<file path="config.mk">
export PLATFORM = sky130hd
export DESIGN_NAME = wds_setup_select
export DESIGN_NICKNAME = d
export VERILOG_FILES = /design/src/hdl/wds_pkg.sv /design/src/hdl/wds_sync2.sv /design/src/hdl/wds_setup_select.sv
export SDC_FILE = /design/constraint.sdc
export NUM_CORES = 1
export LEC_CHECK = 0
export BUFFER_PORTS_ARGS = -buffer_cell sky130_fd_sc_hd__buf_2
export CORE_MARGIN = 1.5
export CORE_UTILIZATION = 45
export CTS_CLUSTER_SIZE = 25
export DETAILED_ROUTE_END_ITERATION = 8
export GPL_TIMING_DRIVEN = 0
export SYNTH_ARGS = -nofsm -noshare
export SYNTH_HDL_FRONTEND = slang
export SYNTH_HIERARCHICAL = 1
export SYNTH_SLANG_ARGS = --single-unit
</file>
<file path="constraint.sdc">
create_clock -name i_core_clk -period 6.49 [get_ports i_core_clk]
set_input_delay 0.9735 -clock i_core_clk [delete_from_list [all_inputs] [get_ports i_core_clk]]
set_output_delay 0.9735 -clock i_core_clk [all_outputs]
set_load 0.01 [all_outputs]
</file>
<file path="src/hdl/wds_pkg.sv">
// Package for the winding diameter setup select block
package wds_pkg;

   // Setting widths
   localparam int DIA_W = 13;
   localparam int THK_W = 15;
   localparam int GEAR_W = 16;
   localparam int SPD_W = 16;
   localparam int PROD_W = 32;

   // Reset values and limits of the settings
   localparam logic [DIA_W-1:0] DIA_MAX_RST = 13'h0002;
   localparam logic [DIA_W-1:0] DIA_MIN_RST = 13'h0001;
   localparam logic [DIA_W-1:0] DIA_LIMIT_TOP = 13'h1999;
   localparam logic [DIA_W-1:0] DIA_LIMIT_BOT = 13'h0001;
   localparam logic [THK_W-1:0] THK_FIRST_RST = 15'h270F;
   localparam logic [THK_W-1:0] THK_OTHER_RST = 15'h03E8;
   localparam logic [THK_W-1:0] THK_OFF_CODE = 15'h270F;
   localparam logic [GEAR_W-1:0] GEAR_RST = 16'h0001;
   localparam logic [GEAR_W-1:0] GEAR_MIN = 16'h0001;
   localparam logic [GEAR_W-1:0] GEAR_MAX = 16'hFFFE;
   localparam logic [SPD_W-1:0] SPD_THR_RST = 16'h012C;
   localparam logic [SPD_W-1:0] SPD_THR_MAX = 16'h9C40;

   // Register offsets
   localparam logic [3:0] A_CTRL = 4'h0;
   localparam logic [3:0] A_GEAR_NUM = 4'h1;
   localparam logic [3:0] A_GEAR_DEN = 4'h2;
   localparam logic [3:0] A_SPD_THR = 4'h3;
   localparam logic [3:0] A_MAX0 = 4'h4;
   localparam logic [3:0] A_MIN0 = 4'h8;
   localparam logic [3:0] A_THK0 = 4'hC;
   localparam logic [1:0] A_DIA_SEL = 2'h1;
   localparam logic [1:0] A_MIN_SEL = 2'h2;
   localparam logic [1:0] A_THK_SEL = 2'h3;
   localparam logic [3:0] A_STATUS = 4'h0;

   // Control register fields
   localparam int C_ROLE = 0;
   localparam int C_DIR_ASG = 1;
   localparam int C_LOW_ASG = 2;
   localparam int C_HIGH_ASG = 3;
   localparam int C_INIT_CALC = 4;
   localparam int C_W = 5;

   // Shaft roles
   typedef enum logic [0:0] {
      WDS_WIND = 1'b0,
      WDS_UNWIND = 1'b1
   } wds_role_e;

   // One set of limits and thickness
   typedef struct packed {
      logic [DIA_W-1:0] dia_max;
      logic [DIA_W-1:0] dia_min;
      logic [THK_W-1:0] thk;
   } wds_set_s;

   // Selected operating view
   typedef struct packed {
      wds_role_e role;
      logic [1:0] set_idx;
      logic calc_enable;
      logic thk_method;
      logic update_ok;
   } wds_sel_s;

endpackage : wds_pkg

</file>
<file path="src/hdl/wds_sync2.sv">
// Two flip-flop synchroniser for one pin input
`timescale 1ns/1ps
module wds_sync2 (
   input wire logic i_core_clk, // Core clock
   input wire logic i_rst,      // Synchronous reset
   input wire logic i_async,    // Pin level
   output logic o_sync          // Synchronised level
);
   logic meta_r;

   // First stage feeds only the second
   always_ff @(posedge i_core_clk) begin
      if (i_rst) begin
         meta_r <= 1'b0;
         o_sync <= 1'b0;
      end else begin
         meta_r <= i_async;
         o_sync <= meta_r;
      end
   end
endmodule : wds_sync2

</file>
<file path="src/hdl/wds_setup_select.sv">
// Winding diameter setup select: role, gear, set selection, clamp and update gating
//
// Decided for this implementation: the register offsets and the address-and-strobe port.
`timescale 1ns/1ps
module wds_setup_select (
   input wire logic i_core_clk,                        // 200 MHz core clock
   input wire logic i_rst,                             // Synchronous reset, high
   input wire logic [3:0] i_addr,                      // Register address
   input wire logic [15:0] i_wdata,                    // Register write data
   input wire logic i_wr,                              // Write strobe
   input wire logic i_rd,                              // Read strobe
   output logic [15:0] o_rdata,                        // Read data, cycle after read
   input wire logic i_shaft_direction_input,           // Direction pin, high is ON
   input wire logic i_set_select_low,                  // Set select low pin
   input wire logic i_set_select_high,                 // Set select high pin
   input wire logic [wds_pkg::SPD_W-1:0] i_main_speed, // Main speed, 0.01Hz units
   input wire logic [wds_pkg::DIA_W-1:0] i_calc_dia,   // Raw computed diameter, mm
   input wire logic i_calc_valid,                      // Raw diameter valid pulse
   output logic [wds_pkg::DIA_W-1:0] o_dia,            // Held clamped diameter
   output logic [wds_pkg::DIA_W-1:0] o_start_dia,      // Starting diameter
   output logic [wds_pkg::THK_W-1:0] o_thk,            // Selected thickness
   output logic [wds_pkg::GEAR_W-1:0] o_gear_num,      // Gear numerator
   output logic [wds_pkg::GEAR_W-1:0] o_gear_den,      // Gear denominator
   output logic o_unwind,                              // High when unwinding
   output logic o_thk_method,                          // Thickness method chosen
   output logic o_calc_enable,                         // Calculator allowed to run
   output logic o_update_ok                            // Update gate open
);

   // ======================================================================
   // Pin synchronisers
   logic dir_s;
   logic low_s;
   logic high_s;

   wds_sync2 u_sync_dir (
      .i_core_clk(i_core_clk),
      .i_rst(i_rst),
      .i_async(i_shaft_direction_input),
      .o_sync(dir_s)
   );
   wds_sync2 u_sync_low (
      .i_core_clk(i_core_clk),
      .i_rst(i_rst),
      .i_async(i_set_select_low),
      .o_sync(low_s)
   );
   wds_sync2 u_sync_high (
      .i_core_clk(i_core_clk),
      .i_rst(i_rst),
      .i_async(i_set_select_high),
      .o_sync(high_s)
   );

   // ======================================================================
   // Settings registers
   logic [wds_pkg::C_W-1:0] ctrl_r;
   logic [wds_pkg::GEAR_W-1:0] gear_num_r;
   logic [wds_pkg::GEAR_W-1:0] gear_den_r;
   logic [wds_pkg::SPD_W-1:0] spd_thr_r;
   wds_pkg::wds_set_s sets_r [4];

   // Write decode
   wire wr_ctrl = i_wr && (i_addr == wds_pkg::A_CTRL);
   wire wr_num = i_wr && (i_addr == wds_pkg::A_GEAR_NUM);
   wire wr_den = i_wr && (i_addr == wds_pkg::A_GEAR_DEN);
   wire wr_thr = i_wr && (i_addr == wds_pkg::A_SPD_THR);
   wire [1:0] wr_grp = i_addr[3:2];
   wire [1:0] wr_idx = i_addr[1:0];
   wire [15:0] wd = i_wdata;

   // Out of range gear values are refused so the ratio never divides by zero
   wire num_ok = (wd >= wds_pkg::GEAR_MIN) && (wd <= wds_pkg::GEAR_MAX);
   wire thr_ok = (wd <= wds_pkg::SPD_THR_MAX);
   wire dia_ok = (wd[15:wds_pkg::DIA_W] == 3'h0)
                 && (wd[wds_pkg::DIA_W-1:0] >= wds_pkg::DIA_LIMIT_BOT)
                 && (wd[wds_pkg::DIA_W-1:0] <= wds_pkg::DIA_LIMIT_TOP);
   wire thk_ok = (wd[15] == 1'b0);

   // Scalar settings
   always_ff @(posedge i_core_clk) begin
      if (i_rst) begin
         ctrl_r <= '0;
         gear_num_r <= wds_pkg::GEAR_RST;
         gear_den_r <= wds_pkg::GEAR_RST;
         spd_thr_r <= wds_pkg::SPD_THR_RST;
      end else begin
         if (wr_ctrl) ctrl_r <= wd[wds_pkg::C_W-1:0];
         if (wr_num && num_ok) gear_num_r <= wd;
         if (wr_den && num_ok) gear_den_r <= wd;
         if (wr_thr && thr_ok) spd_thr_r <= wd;
      end
   end

   // Four sets of limits and thickness
   always_ff @(posedge i_core_clk) begin
      if (i_rst) begin
         for (int k = 0; k < 4; k++) begin
            sets_r[k].dia_max <= wds_pkg::DIA_MAX_RST;
            sets_r[k].dia_min <= wds_pkg::DIA_MIN_RST;
            sets_r[k].thk <= (k == 0) ? wds_pkg::THK_FIRST_RST : wds_pkg::THK_OTHER_RST;
         end
      end else if (i_wr) begin
         if (wr_grp == wds_pkg::A_DIA_SEL && dia_ok)
            sets_r[wr_idx].dia_max <= wd[wds_pkg::DIA_W-1:0];
         else if (wr_grp == wds_pkg::A_MIN_SEL && dia_ok)
            sets_r[wr_idx].dia_min <= wd[wds_pkg::DIA_W-1:0];
         else if (wr_grp == wds_pkg::A_THK_SEL && thk_ok)
            sets_r[wr_idx].thk <= wd[wds_pkg::THK_W-1:0];
      end
   end

   // ======================================================================
   // Selection logic
   wire dir_asg = ctrl_r[wds_pkg::C_DIR_ASG];
   wire low_asg = ctrl_r[wds_pkg::C_LOW_ASG];
   wire high_asg = ctrl_r[wds_pkg::C_HIGH_ASG];
   wire init_calc = ctrl_r[wds_pkg::C_INIT_CALC];

   // An unassigned select input reads as OFF
   wire sel_low = low_asg & low_s;
   wire sel_high = high_asg & high_s;
   wire [1:0] set_idx_nxt = {sel_high, sel_low};

   // Assigned direction input wins over the setting; ON means winding
   wire role_bit = dir_asg ? ~dir_s : ctrl_r[wds_pkg::C_ROLE];

   wds_pkg::wds_sel_s sel_r;
   wds_pkg::wds_set_s cur;
   assign cur = sets_r[sel_r.set_idx];

   // First set validity gates the whole calculator, whatever set is active
   wire calc_en_nxt = (sets_r[0].dia_min < sets_r[0].dia_max);
   wire thk_nxt = (sets_r[0].thk != wds_pkg::THK_OFF_CODE);
   wire upd_nxt = init_calc || (i_main_speed >= spd_thr_r);

   // Selection registered one cycle after the sampled input
   always_ff @(posedge i_core_clk) begin
      if (i_rst) begin
         sel_r <= '{role: wds_pkg::WDS_WIND, set_idx: 2'h0, calc_enable: 1'b0,
                    thk_method: 1'b0, update_ok: 1'b0};
      end else begin
         sel_r.role <= wds_pkg::wds_role_e'(role_bit);
         sel_r.set_idx <= set_idx_nxt;
         sel_r.calc_enable <= calc_en_nxt;
         sel_r.thk_method <= thk_nxt;
         sel_r.update_ok <= upd_nxt;
      end
   end

   // ======================================================================
   // Clamp and update
   wire [wds_pkg::DIA_W-1:0] clamp_lo = (i_calc_dia < cur.dia_min) ? cur.dia_min : i_calc_dia;
   wire [wds_pkg::DIA_W-1:0] clamped =
      (clamp_lo > cur.dia_max) ? cur.dia_max : clamp_lo;
   wire [wds_pkg::DIA_W-1:0] start_nxt =
      (sel_r.role == wds_pkg::WDS_WIND) ? cur.dia_min : cur.dia_max;
   wire take = i_calc_valid && sel_r.calc_enable && sel_r.update_ok;

   logic [wds_pkg::DIA_W-1:0] dia_r;
   logic [wds_pkg::DIA_W-1:0] start_r;
   logic [wds_pkg::THK_W-1:0] thk_r;
   logic started_r;

   // Diameter begins at the start value, then holds between accepted samples
   always_ff @(posedge i_core_clk) begin
      if (i_rst) begin
         dia_r <= wds_pkg::DIA_MIN_RST;
         start_r <= wds_pkg::DIA_MIN_RST;
         thk_r <= wds_pkg::THK_FIRST_RST;
         started_r <= 1'b0;
      end else begin
         start_r <= start_nxt;
         thk_r <= cur.thk;
         started_r <= 1'b1;
         if (!started_r) dia_r <= start_nxt;
         else if (take) dia_r <= clamped;
      end
   end

   // ======================================================================
   // Read back
   logic [15:0] rd_mux;
   wire [1:0] rd_grp = i_addr[3:2];
   wire [1:0] rd_idx = i_addr[1:0];
   wds_pkg::wds_set_s rd_set;
   assign rd_set = sets_r[rd_idx];
   wire [15:0] status_w = {7'h00, sel_r.update_ok, sel_r.calc_enable, sel_r.thk_method,
                           sel_r.set_idx, sel_r.role, high_s, low_s, dir_s};

   // Control word readback carries live status in its upper eleven bits
   always_comb begin
      rd_mux = 16'h0000;
      if (i_addr == wds_pkg::A_CTRL) rd_mux = {status_w[10:0], ctrl_r};
      else if (i_addr == wds_pkg::A_GEAR_NUM) rd_mux = gear_num_r;
      else if (i_addr == wds_pkg::A_GEAR_DEN) rd_mux = gear_den_r;
      else if (i_addr == wds_pkg::A_SPD_THR) rd_mux = spd_thr_r;
      else if (rd_grp == wds_pkg::A_DIA_SEL) rd_mux = {3'h0, rd_set.dia_max};
      else if (rd_grp == wds_pkg::A_MIN_SEL) rd_mux = {3'h0, rd_set.dia_min};
      else if (rd_grp == wds_pkg::A_THK_SEL) rd_mux = {1'b0, rd_set.thk};
   end

   always_ff @(posedge i_core_clk) begin
      if (i_rst) o_rdata <= 16'h0000;
      else if (i_rd) o_rdata <= rd_mux;
      else o_rdata <= 16'h0000;
   end

   // Outputs
   assign o_dia = dia_r;
   assign o_start_dia = start_r;
   assign o_thk = thk_r;
   assign o_gear_num = gear_num_r;
   assign o_gear_den = gear_den_r;
   assign o_unwind = sel_r.role;
   assign o_thk_method = sel_r.thk_method;
   assign o_calc_enable = sel_r.calc_enable;
   assign o_update_ok = sel_r.update_ok;

endmodule : wds_setup_select

</file>
==> results.py, run 1 <==
metrics = {
    "outcome": {
        "status": "finished, final reports clean",
    },
    "global_route": {
        "grt_pass1_wl_mm": 71.86,
        "overflow": 0,
        "track_usage": 0.2931,
        "grt_max_degree": 16,
        "antenna_found_initial": 1,
        "grt_pass1_vias": 10850,
    },
    "worst_hold_path": {
        "min_path_type": "register to register",
    },
    "sta": {
        "fin_crit_sh": 0.8580,
        "setup_tns_ps": 0,
        "period_needed_ps": 5568,
        "rsz0062_at_grt": "no",
        "max_freq_ghz": 0.1796,
        "relSlewSlack": 0.1556,
        "fin_hold_ws_ps": 440.8,
        "final-setup-viol-count": 0,
        "final_max_slew_viol_count": 0,
        "fin_skew_ps": 19.07,
        "worstMarginPinSlew_ps": 1258,
        "worst_slack_ps": 921.5,
        "hold_violations": 0,
    },
    "run": {
        "maxCapViolCount": 0,
    },
    "setup_path": {
        "crit_fanout": 10,
        "worst-setup-path-type": "register to register",
        "arrival_ps": 5990,
        "required_ps": 6910,
        "end_kind": "register",
        "reg2reg_slack_ps": 920,
        "slowest_delay_ps": 630,
        "critPathMostFrequentCell": "clkbuf_1",
        "crit_slowest_cell": "clkbuf_1",
        "start_kind": "register",
        "worstPathCellList": "clkbuf_1 > clkbuf_1 > mux4_2 > inv_1 > ha_1 > o2111ai_1 > a21oi_1 > o211ai_1 > o211ai_2 > buf_4 > mux2i_1 > inv_1 > ha_1 > nand3_1 > nor3_1 > o221ai_1 > a31oi_1 > nand2b_1 > clkbuf_1 > o221ai_1",
    },
    "synthesis": {
        "ys_warn_count": 6,
        "synth_common_cells": "edfxtp_1, dfxtp_1, and2_1",
        "yosys-mux-area-fraction": 0.1849,
        "synth_cells": 1266,
        "avgSynthCellArea_um2": 11.79,
        "synthAdderAreaFrac": 0.04444,
        "syn-cell-area_um2": 14920,
        "ys_ff_latch": 287,
        "synth-edff-count": 164,
        "synthSimpleGateAreaFrac": 0.1488,
        "synth_area_leader_cell": "edfxtp_1",
        "synth_area_leaders": "edfxtp_1, dfxtp_1, mux4_2",
        "synth-seq-area-share": 0.4951,
        "synth_top_cell_area_share": 0.3301,
        "synth_flop_cell": "edfxtp_1",
        "syn_nets": 1376,
        "synth.most_common_cell": "edfxtp_1",
        "synth_compound_area_frac": 0.07866,
        "synth_top_family_by_area": "multiplexers",
        "synth.distinct_cells": 57,
        "async_flop_share": 0,
        "synth_xor_area_frac": 0,
    },
    "power_and_ir_drop": {
        "p_per_area_nw_per_um2": 260.0,
        "p_leak_nw": 6.557,
        "power_mw": 4.508,
        "ir_drop_mv": 0.1889,
    },
    "cts": {
        "cts_made_buffers": 31,
        "cts_tree": "built",
        "postCtsSetupBuffers": 0,
        "hold_buffers": 0,
        "cts_resized": 0,
        "clkSinkCount": 287,
        "clock_path_buffers": 3,
        "root_buffer": "clkbuf_16",
        "insertion_delay_ps": 580,
        "cts_max_level": 1,
        "path_clk_slew_ps": 60,
    },
    "route": {
        "drt-total-wl_mm": 49.61,
        "dr.pass1.iters": 7,
        "vias": 11370,
        "antenna_left": 0,
        "drt_iter0_markers": 1238,
        "via_per_inst": 5.966,
        "drc_errors": 0,
        "wl_per_cell_um": 26.03,
    },
    "die": {
        "core_area_um2": 32620,
        "io_pins": 150,
        "initial_core_util": 0.4574,
        "die_h_um": 185.1,
        "die_x_um": 185.1,
        "dieArea_um2": 34260,
        "num_rows": 66,
    },
    "place": {
        "placed_cells": 1847,
        "gp_congestion": 0.9271,
        "dpl.hpwl_mm": 36.66,
        "io_buffers": 136,
        "place_area_um2": 16220,
        "pre_cts_ws_ps": 920.3,
    },
    "finish": {
        "fin_nets": 1549,
        "post-route-cell-area_um2": 17340,
        "finalNonFillerCells": 1906,
        "finish.utilization": 0.5315,
        "area_growth_pct": 16.20,
        "layout-drive-gt1-share": 0.2331,
    },
}
## per-layer routing
layer  track usage  wire length (um)  vias to the layer above  part of all wire
met4        0.1083              1946                        2             0.039
met2        0.4501             22200                      603              0.45
met1        0.4143             21170                     5642              0.43
met3       0.05407              4269                      112             0.086
met5             0                12                        -           0.00024
li1              -                 -                     5013                 -
## cells in the final DEF, fill, tap and decap left out, drive strengths merged, types with 9 or more instances in the layout
master	Yosys	layout
o221ai	14	14
mux2i	63	63
nand2	42	42
and2	119	119
o21ai	36	36
dfxtp	123	123
buf	32	172
nand3	46	46
mux4	90	90
nand2b	15	15
nor2	86	86
o211ai	15	15
or3	23	23
or2	12	12
a22oi	12	12
inv	69	70
nor3	29	29
nor2b	12	12
mux2	9	9
edfxtp	164	164
clkbuf	74	114
ha	53	53
a21oi	59	59
## flip-flops by register name, summed over array words and instances (netlist names), 2 cells and up
| signal | count |
|---|---|
| o_gear_num | 16 |
| o_dia | 13 |
| spd_thr_r | 16 |
| o_start_dia | 13 |
| o_gear_den | 16 |
| o_thk | 15 |
| sel_r | 2 |
| o_rdata | 16 |
| sets_r | 164 |
| ctrl_r | 5 |
## final timing paths
path	from	end	depth (start not counted)
worst max-delay path	sel_r[4]	o_dia[11]	20
worst min-delay path	u_sync_high/meta_r	u_sync_high/o_sync	1
worst max register to register	sel_r[4]	o_dia[11]	20
worst min register to register	u_sync_high/meta_r	u_sync_high/o_sync	1
## final cells by class
type / count / area [um2]
Timing Repair Buffer: 140 / 733.2
Clock inverter: 17 / 242.7
Tap cell: 442 / 553.0
Buffer: 106 / 457.9
Clock buffer: 40 / 859.6
Multi-Input combinational cell: 804 / 6843
Inverter: 69 / 259.0
Sequential cell: 287 / 7387
Antenna cell: 1 / 2.502
Fill cell: 2922 / 15280
## logic make-up (layout without fill, tap and decap cells)
family / Yosys count / count (layout)
AND/OR/NAND/NOR: 408 / 408
flip-flops: 287 / 287
AO/OA/AOI/OAI: 181 / 181
buffers and inverters: 175 / 372
multiplexers: 162 / 162
adder cells (fa/ha/maj): 53 / 53
other: 0 / 1
## critical path, delay by kind of cell (launching register included)
family                     cells  cell delay [ps]
muxes                          2              750
adders and majority gates      2              520
buffers and inverters          6             1800
AOI/OAI and AO/OA              7             1450
and+or+nand+nor                3              570
DFF                            1              320
## where the power goes
group          leakage (nW)  internal [mW]  total (mW)  switching, mW
registers              2.58           2.00        2.05         0.0487
logic                  3.43          0.197       0.525          0.328
clock network         0.538           1.17        1.93          0.764
Note: power is estimated with default switching activity, not from simulation.
==> inputs of run 2 (changes only) <==
--- a/config.mk
+++ b/config.mk
@@ -5,11 +5,11 @@
 export SDC_FILE = /design/constraint.sdc
 export NUM_CORES = 1
 export LEC_CHECK = 0
-export BUFFER_PORTS_ARGS = -buffer_cell sky130_fd_sc_hd__buf_2
 export CORE_MARGIN = 1.5
 export CORE_UTILIZATION = 45
 export CTS_CLUSTER_SIZE = 25
 export DETAILED_ROUTE_END_ITERATION = 8
+export DONT_BUFFER_PORTS = 1
 export GPL_TIMING_DRIVEN = 0
 export SYNTH_ARGS = -nofsm -noshare
 export SYNTH_HDL_FRONTEND = slang
==> run 2 against run 1 <==
  * Critical path depth unchanged
  * Cell count shrank 7.2%
  * Clock power decreased by 12%
  * Clock skew barely moved
  * Sequential cell count is the same
  * Largest power group unchanged
  * Fmax decreased by 1.3%
  * Sequential share of layout area grew 2.1 points
  * Global-route usage fell by 0.78 points
  * Total power down 6.1%
==> results.py, run 2 (same netlist as run 1, synthesis figures left out) <==
metrics = {
    "cts": {
        "cts_resized": 0,
        "cts_tree": "built",
        "clock_path_buffers": 3,
        "path_clk_slew_ps": 70,
        "root_buffer": "clkbuf_16",
        "cts_made_buffers": 31,
        "postCtsSetupBuffers": 0,
        "hold_buffers": 0,
        "insertion_delay_ps": 570,
        "clkSinkCount": 287,
        "cts_max_level": 1,
    },
    "die": {
        "io_pins": 150,
        "core_area_um2": 32620,
        "die_h_um": 185.1,
        "die_x_um": 185.1,
        "num_rows": 66,
        "initial_core_util": 0.4574,
        "dieArea_um2": 34260,
    },
    "route": {
        "drc_errors": 0,
        "dr.pass1.iters": 6,
        "wl_per_cell_um": 27.41,
        "vias": 10880,
        "drt-total-wl_mm": 48.48,
        "drt_iter0_markers": 1324,
        "via_per_inst": 6.153,
        "antenna_left": 0,
    },
    "setup_path": {
        "worst-setup-path-type": "register to register",
        "required_ps": 6890,
        "worst_r2r_endpoint": "o_dia[11]",
        "r2r-start": "sel_r[4]",
        "arrival_ps": 6040,
        "crit_fanout": 10,
        "reg2reg_slack_ps": 850,
        "r2r_cells": 20,
        "start_kind": "register",
        "end_kind": "register",
    },
    "finish": {
        "layout.cells.most_common_list": "edfxtp_1, dfxtp_1, and2_1",
        "post-route-cell-area_um2": 16510,
        "final_common_cell": "edfxtp_1",
        "area_growth_pct": 10.67,
        "largest_register_ffs": 164,
        "fin_nets": 1413,
        "layout-drive-gt1-share": 0.1522,
        "antennaDiodeCount": 0,
        "regMostFlops": "sets_r",
        "final.fill_count": 2926,
        "finalNonFillerCells": 1769,
    },
    "global_route": {
        "grt_max_degree": 16,
        "grt_pass1_wl_mm": 70.02,
        "antenna_found_initial": 0,
        "track_usage": 0.2852,
        "grt_pass1_vias": 10360,
        "overflow": 0,
    },
    "sta": {
        "worstMarginPinSlew_ps": 1334,
        "final-setup-viol-count": 0,
        "rsz0062_at_grt": "no",
        "period_needed_ps": 5644,
        "fin_skew_ps": 18.92,
        "hold_violations": 0,
        "final_max_slew_viol_count": 0,
        "setup_tns_ps": 0,
        "max_freq_ghz": 0.1772,
        "fin_crit_sh": 0.8696,
        "relSlewSlack": 0.1047,
    },
    "place": {
        "gp_congestion": 0.9531,
        "io_buffers": 0,
        "placed_cells": 1710,
        "place_area_um2": 15520,
        "dpl.hpwl_mm": 36.10,
    },
    "power_and_ir_drop": {
        "p_per_area_nw_per_um2": 256.4,
        "p_leak_nw": 5.872,
        "ir_drop_mv": 0.1823,
    },
    "worst_hold_path": {
        "whs_path_depth": 1,
        "hp-start": "u_sync_low/meta_r",
        "min_to": "u_sync_low/o_sync",
        "min_path_type": "register to register",
    },
    "run": {
        "maxCapViolCount": 0,
    },
    "outcome": {
        "status": "finished, final reports clean",
    },
}
run 2: cell count changes in the layout (fill, tap and decap cells not counted), moves of 2 or more:
cell / previous run / this run
clkbuf_1: 78 / 82
clkinv_1: 3 / 1
buf_8: 3 / 1
bufinv_16: 6 / 0
inv_4: 0 / 2
buf_2: 157 / 21
run 2: final cells by class:
cell class | instances | area (um2) | share of cell area
Buffer | 106 | 457.9 | 0.02773
Multi-Input combinational cell | 804 | 6839 | 0.4142
Clock buffer | 46 | 913.4 | 0.05531
Clock inverter | 11 | 62.56 | 0.003788
Sequential cell | 287 | 7387 | 0.4473
Tap cell | 442 | 553.0 | 0.03349
Timing Repair Buffer | 4 | 41.29 | 0.002500
Inverter | 69 | 259.0 | 0.01568
run 2: report_power, final:
part / switching (mW) / internal [mW] / total [mW]
Sequential: 0.0666 / 2.00 / 2.07
Clock: 0.734 / 0.970 / 1.70
Combinational: 0.288 / 0.171 / 0.460
run 2: worst max path at each step:
stage	end	from	slack, ps
4_1_cts	o_dia[11]	sel_r[4]	890
6_report	o_dia[11]	sel_r[4]	850
3_3_place_gp	o_dia[11]	sel_r[4]	980
5_1_grt	o_dia[11]	sel_r[4]	440
2_1_floorplan	o_dia[11]	sel_r[3]	2160
3_5_place_dp	o_dia[11]	sel_r[4]	950
run 2: worst max-delay path, cell delays in order, from the launching register on:
cell       delay [ps]
dfxtp_1           320
clkbuf_1          360
clkbuf_1          630
mux4_2            510
inv_1              90
ha_1              220
o2111ai_1         190
a21oi_1            80
o211ai_1          200
o211ai_2          210
buf_4             250
mux2i_1           240
inv_1              70
ha_1              280
nand3_1            90
nor3_1            310
o221ai_1          200
a31oi_1           380
nand2b_1          190
clkbuf_1          420
o221ai_1          200
run 2: stage by stage:
| stage | utilization | power, mW | hold WS (ps) | setup WS (ps) |
|---|---|---|---|---|
| detailed placement | 0.4759 | 2.559 | 440.6 | 953.5 |
| global route | 0.5063 | 4.351 | 458.7 | 444.0 |
| CTS | 0.5058 | 4.235 | 442.2 | 892.2 |
| global placement | 0.4744 | 2.550 | 422.5 | 984.0 |
| floorplan | - | 2.380 | 413.8 | 2163 |
| finish | 0.5063 | 4.235 | 440.0 | 846.3 |
run 2: per-layer routing:
metal  up-vias  global-route usage  routed length (um)
met3        81             0.05761                4835
met4         0             0.08260                1352
met5         -                   0                   0
li1       4743                   -                   -
met2       634              0.4447               22060
met1      5426              0.4031               20240
==> inputs of run 3 (changes only) <==
--- a/config.mk
+++ b/config.mk
@@ -5,7 +5,6 @@
 export SDC_FILE = /design/constraint.sdc
 export NUM_CORES = 1
 export LEC_CHECK = 0
-export CORE_MARGIN = 1.5
 export CORE_UTILIZATION = 45
 export CTS_CLUSTER_SIZE = 25
 export DETAILED_ROUTE_END_ITERATION = 8
==> run 3 against run 2 <==
  * Sequential share of layout area about the same
  * Total power barely moved
  * Clock power barely moved
  * Clock skew is 10 ps lower
  * Critical path depth unchanged
  * Fmax is 1.0% higher
  * Cell count stayed put
  * Sequential cell count did not move
  * Critical path type unchanged
  * Critical endpoint unchanged
==> results.py, run 3 (same netlist as run 1, synthesis figures left out) <==
metrics = {
    "outcome": {
        "status": "finished, final reports clean",
    },
    "power_and_ir_drop": {
        "p_leak_nw": 5.849,
        "p_per_area_nw_per_um2": 256.4,
        "ir_drop_mv": 0.1947,
    },
    "finish": {
        "final.fill_count": 2889,
        "fin_nets": 1413,
        "largest_register_ffs": 164,
        "area_growth_pct": 10.67,
        "antennaDiodeCount": 0,
        "layout.cells.most_common_list": "edfxtp_1, dfxtp_1, and2_1",
        "layout-drive-gt1-share": 0.1469,
        "multi_input_area_um2": 6839,
        "regMostFlops": "sets_r",
        "final_common_cell": "edfxtp_1",
        "regArea_um2": 7387,
    },
    "cts": {
        "clock_path_buffers": 3,
        "postCtsSetupBuffers": 0,
        "cts_resized": 0,
        "hold_buffers": 0,
        "cts_tree": "built",
        "cts_made_buffers": 31,
        "cts_max_level": 1,
        "clkSinkCount": 287,
        "path_clk_slew_ps": 60,
        "insertion_delay_ps": 560,
        "root_buffer": "clkbuf_16",
    },
    "route": {
        "drt-total-wl_mm": 48.89,
        "drc_errors": 0,
        "drt_iter0_markers": 1263,
        "antenna_left": 0,
        "wl_per_cell_um": 27.64,
        "dr.pass1.iters": 6,
        "via_per_inst": 6.178,
        "vias": 10930,
    },
    "die": {
        "num_rows": 66,
        "io_pins": 150,
        "die_x_um": 184.1,
        "initial_core_util": 0.4574,
        "dieArea_um2": 33890,
        "die_h_um": 184.1,
        "core_area_um2": 32620,
    },
    "sta": {
        "final-setup-viol-count": 0,
        "relSlewSlack": 0.1182,
        "hold_violations": 0,
        "worstMarginPinSlew_ps": 1314,
        "fin_skew_ps": 8.902,
        "fin_hold_ws_ps": 438.6,
        "max_freq_ghz": 0.1790,
        "final_max_slew_viol_count": 0,
        "setup_tns_ps": 0,
        "fin_crit_sh": 0.8609,
        "rsz0062_at_grt": "no",
        "period_needed_ps": 5587,
    },
    "global_route": {
        "antenna_found_initial": 2,
        "grt_pass1_wl_mm": 70.14,
        "grt_max_degree": 16,
        "overflow": 0,
        "track_usage": 0.2881,
        "grt_pass1_vias": 10590,
    },
    "setup_path": {
        "required_ps": 6900,
        "end_kind": "register",
        "arrival_ps": 5990,
        "worst-setup-path-type": "register to register",
        "start_kind": "register",
        "crit_fanout": 10,
    },
    "place": {
        "io_buffers": 0,
        "gp_congestion": 0.9674,
        "dpl.hpwl_mm": 36.12,
    },
    "run": {
        "maxCapViolCount": 0,
    },
    "worst_hold_path": {
        "min_path_type": "register to register",
    },
}
[run 3: cell types whose count changed in the layout (fill, tap and decap cells not counted), sizes merged]
cell,before,now
clkinvlp,1,3
clkinv,8,11
clkbuf,120,115
bufinv,0,2
inv,71,69
[run 3: power by group]
part	internal [mW]	leakage, nW	switching [mW]
clock	0.965	0.455	0.733
combinational	0.173	2.81	0.291
sequential	2.00	2.58	0.0669
[run 3: worst max-delay path: stages (launching register included)]
cell       delay [ps]
dfxtp_1           320
clkbuf_1          350
clkbuf_1          620
mux4_2            510
inv_1              90
ha_1              220
o2111ai_1         190
a21oi_1            70
o211ai_1          190
o211ai_2          200
buf_4             250
mux2i_1           240
inv_1              70
ha_1              280
nand3_1            90
nor3_1            330
o221ai_1          210
a31oi_1           370
nand2b_1          180
clkbuf_1          430
o221ai_1          200
[run 3: final timing paths]
check / cells past startpoint / slack (ps) / start / to
max: 20 / 900 / sel_r[4] / o_dia[11]
min: 1 / 440 / u_sync_low/meta_r / u_sync_low/o_sync
max reg2reg: 20 / 900 / sel_r[4] / o_dia[11]
min reg2reg: 1 / 440 / u_sync_low/meta_r / u_sync_low/o_sync
[run 3: layout make-up]
type | count | share of cell area
plain buffers | 106 | 0.02773
clock inverters | 16 | 0.008032
well taps | 442 | 0.03349
inverters | 69 | 0.01569
repair buffers | 4 | 0.003637
clock buffers | 41 | 0.04986
multi-input cells | 804 | 0.4142
flip-flops and latches | 287 | 0.4474
[run 3: layer usage]
metal / GRT usage / share of wire / wire [um] / vias up
li1: - / - / - / 4734
met2: 0.4517 / 0.45 / 22210 / 710
met4: 0.1097 / 0.039 / 1899 / 0
met5: 0 / 0 / 0 / -
met3: 0.06145 / 0.11 / 5499 / 109
met1: 0.3917 / 0.39 / 19290 / 5375
[run 3: through the flow]
stage | total power, mW | instances | worst slack (ps) | cell area, um2 | utilization
6_report | 4.234 | 1769 | 902.8 | 16510 | 0.5062
5_1_grt | 4.344 | 1769 | 505.6 | 16510 | 0.5062
4_1_cts | 4.229 | 1769 | 944.3 | 16510 | 0.5062
3_5_place_dp | 2.563 | 1712 | 974.2 | 15560 | 0.4769
3_3_place_gp | 2.551 | 1708 | 978.8 | 15470 | 0.4744
2_1_floorplan | 2.380 | 1266 | 2163 | 14920 | -
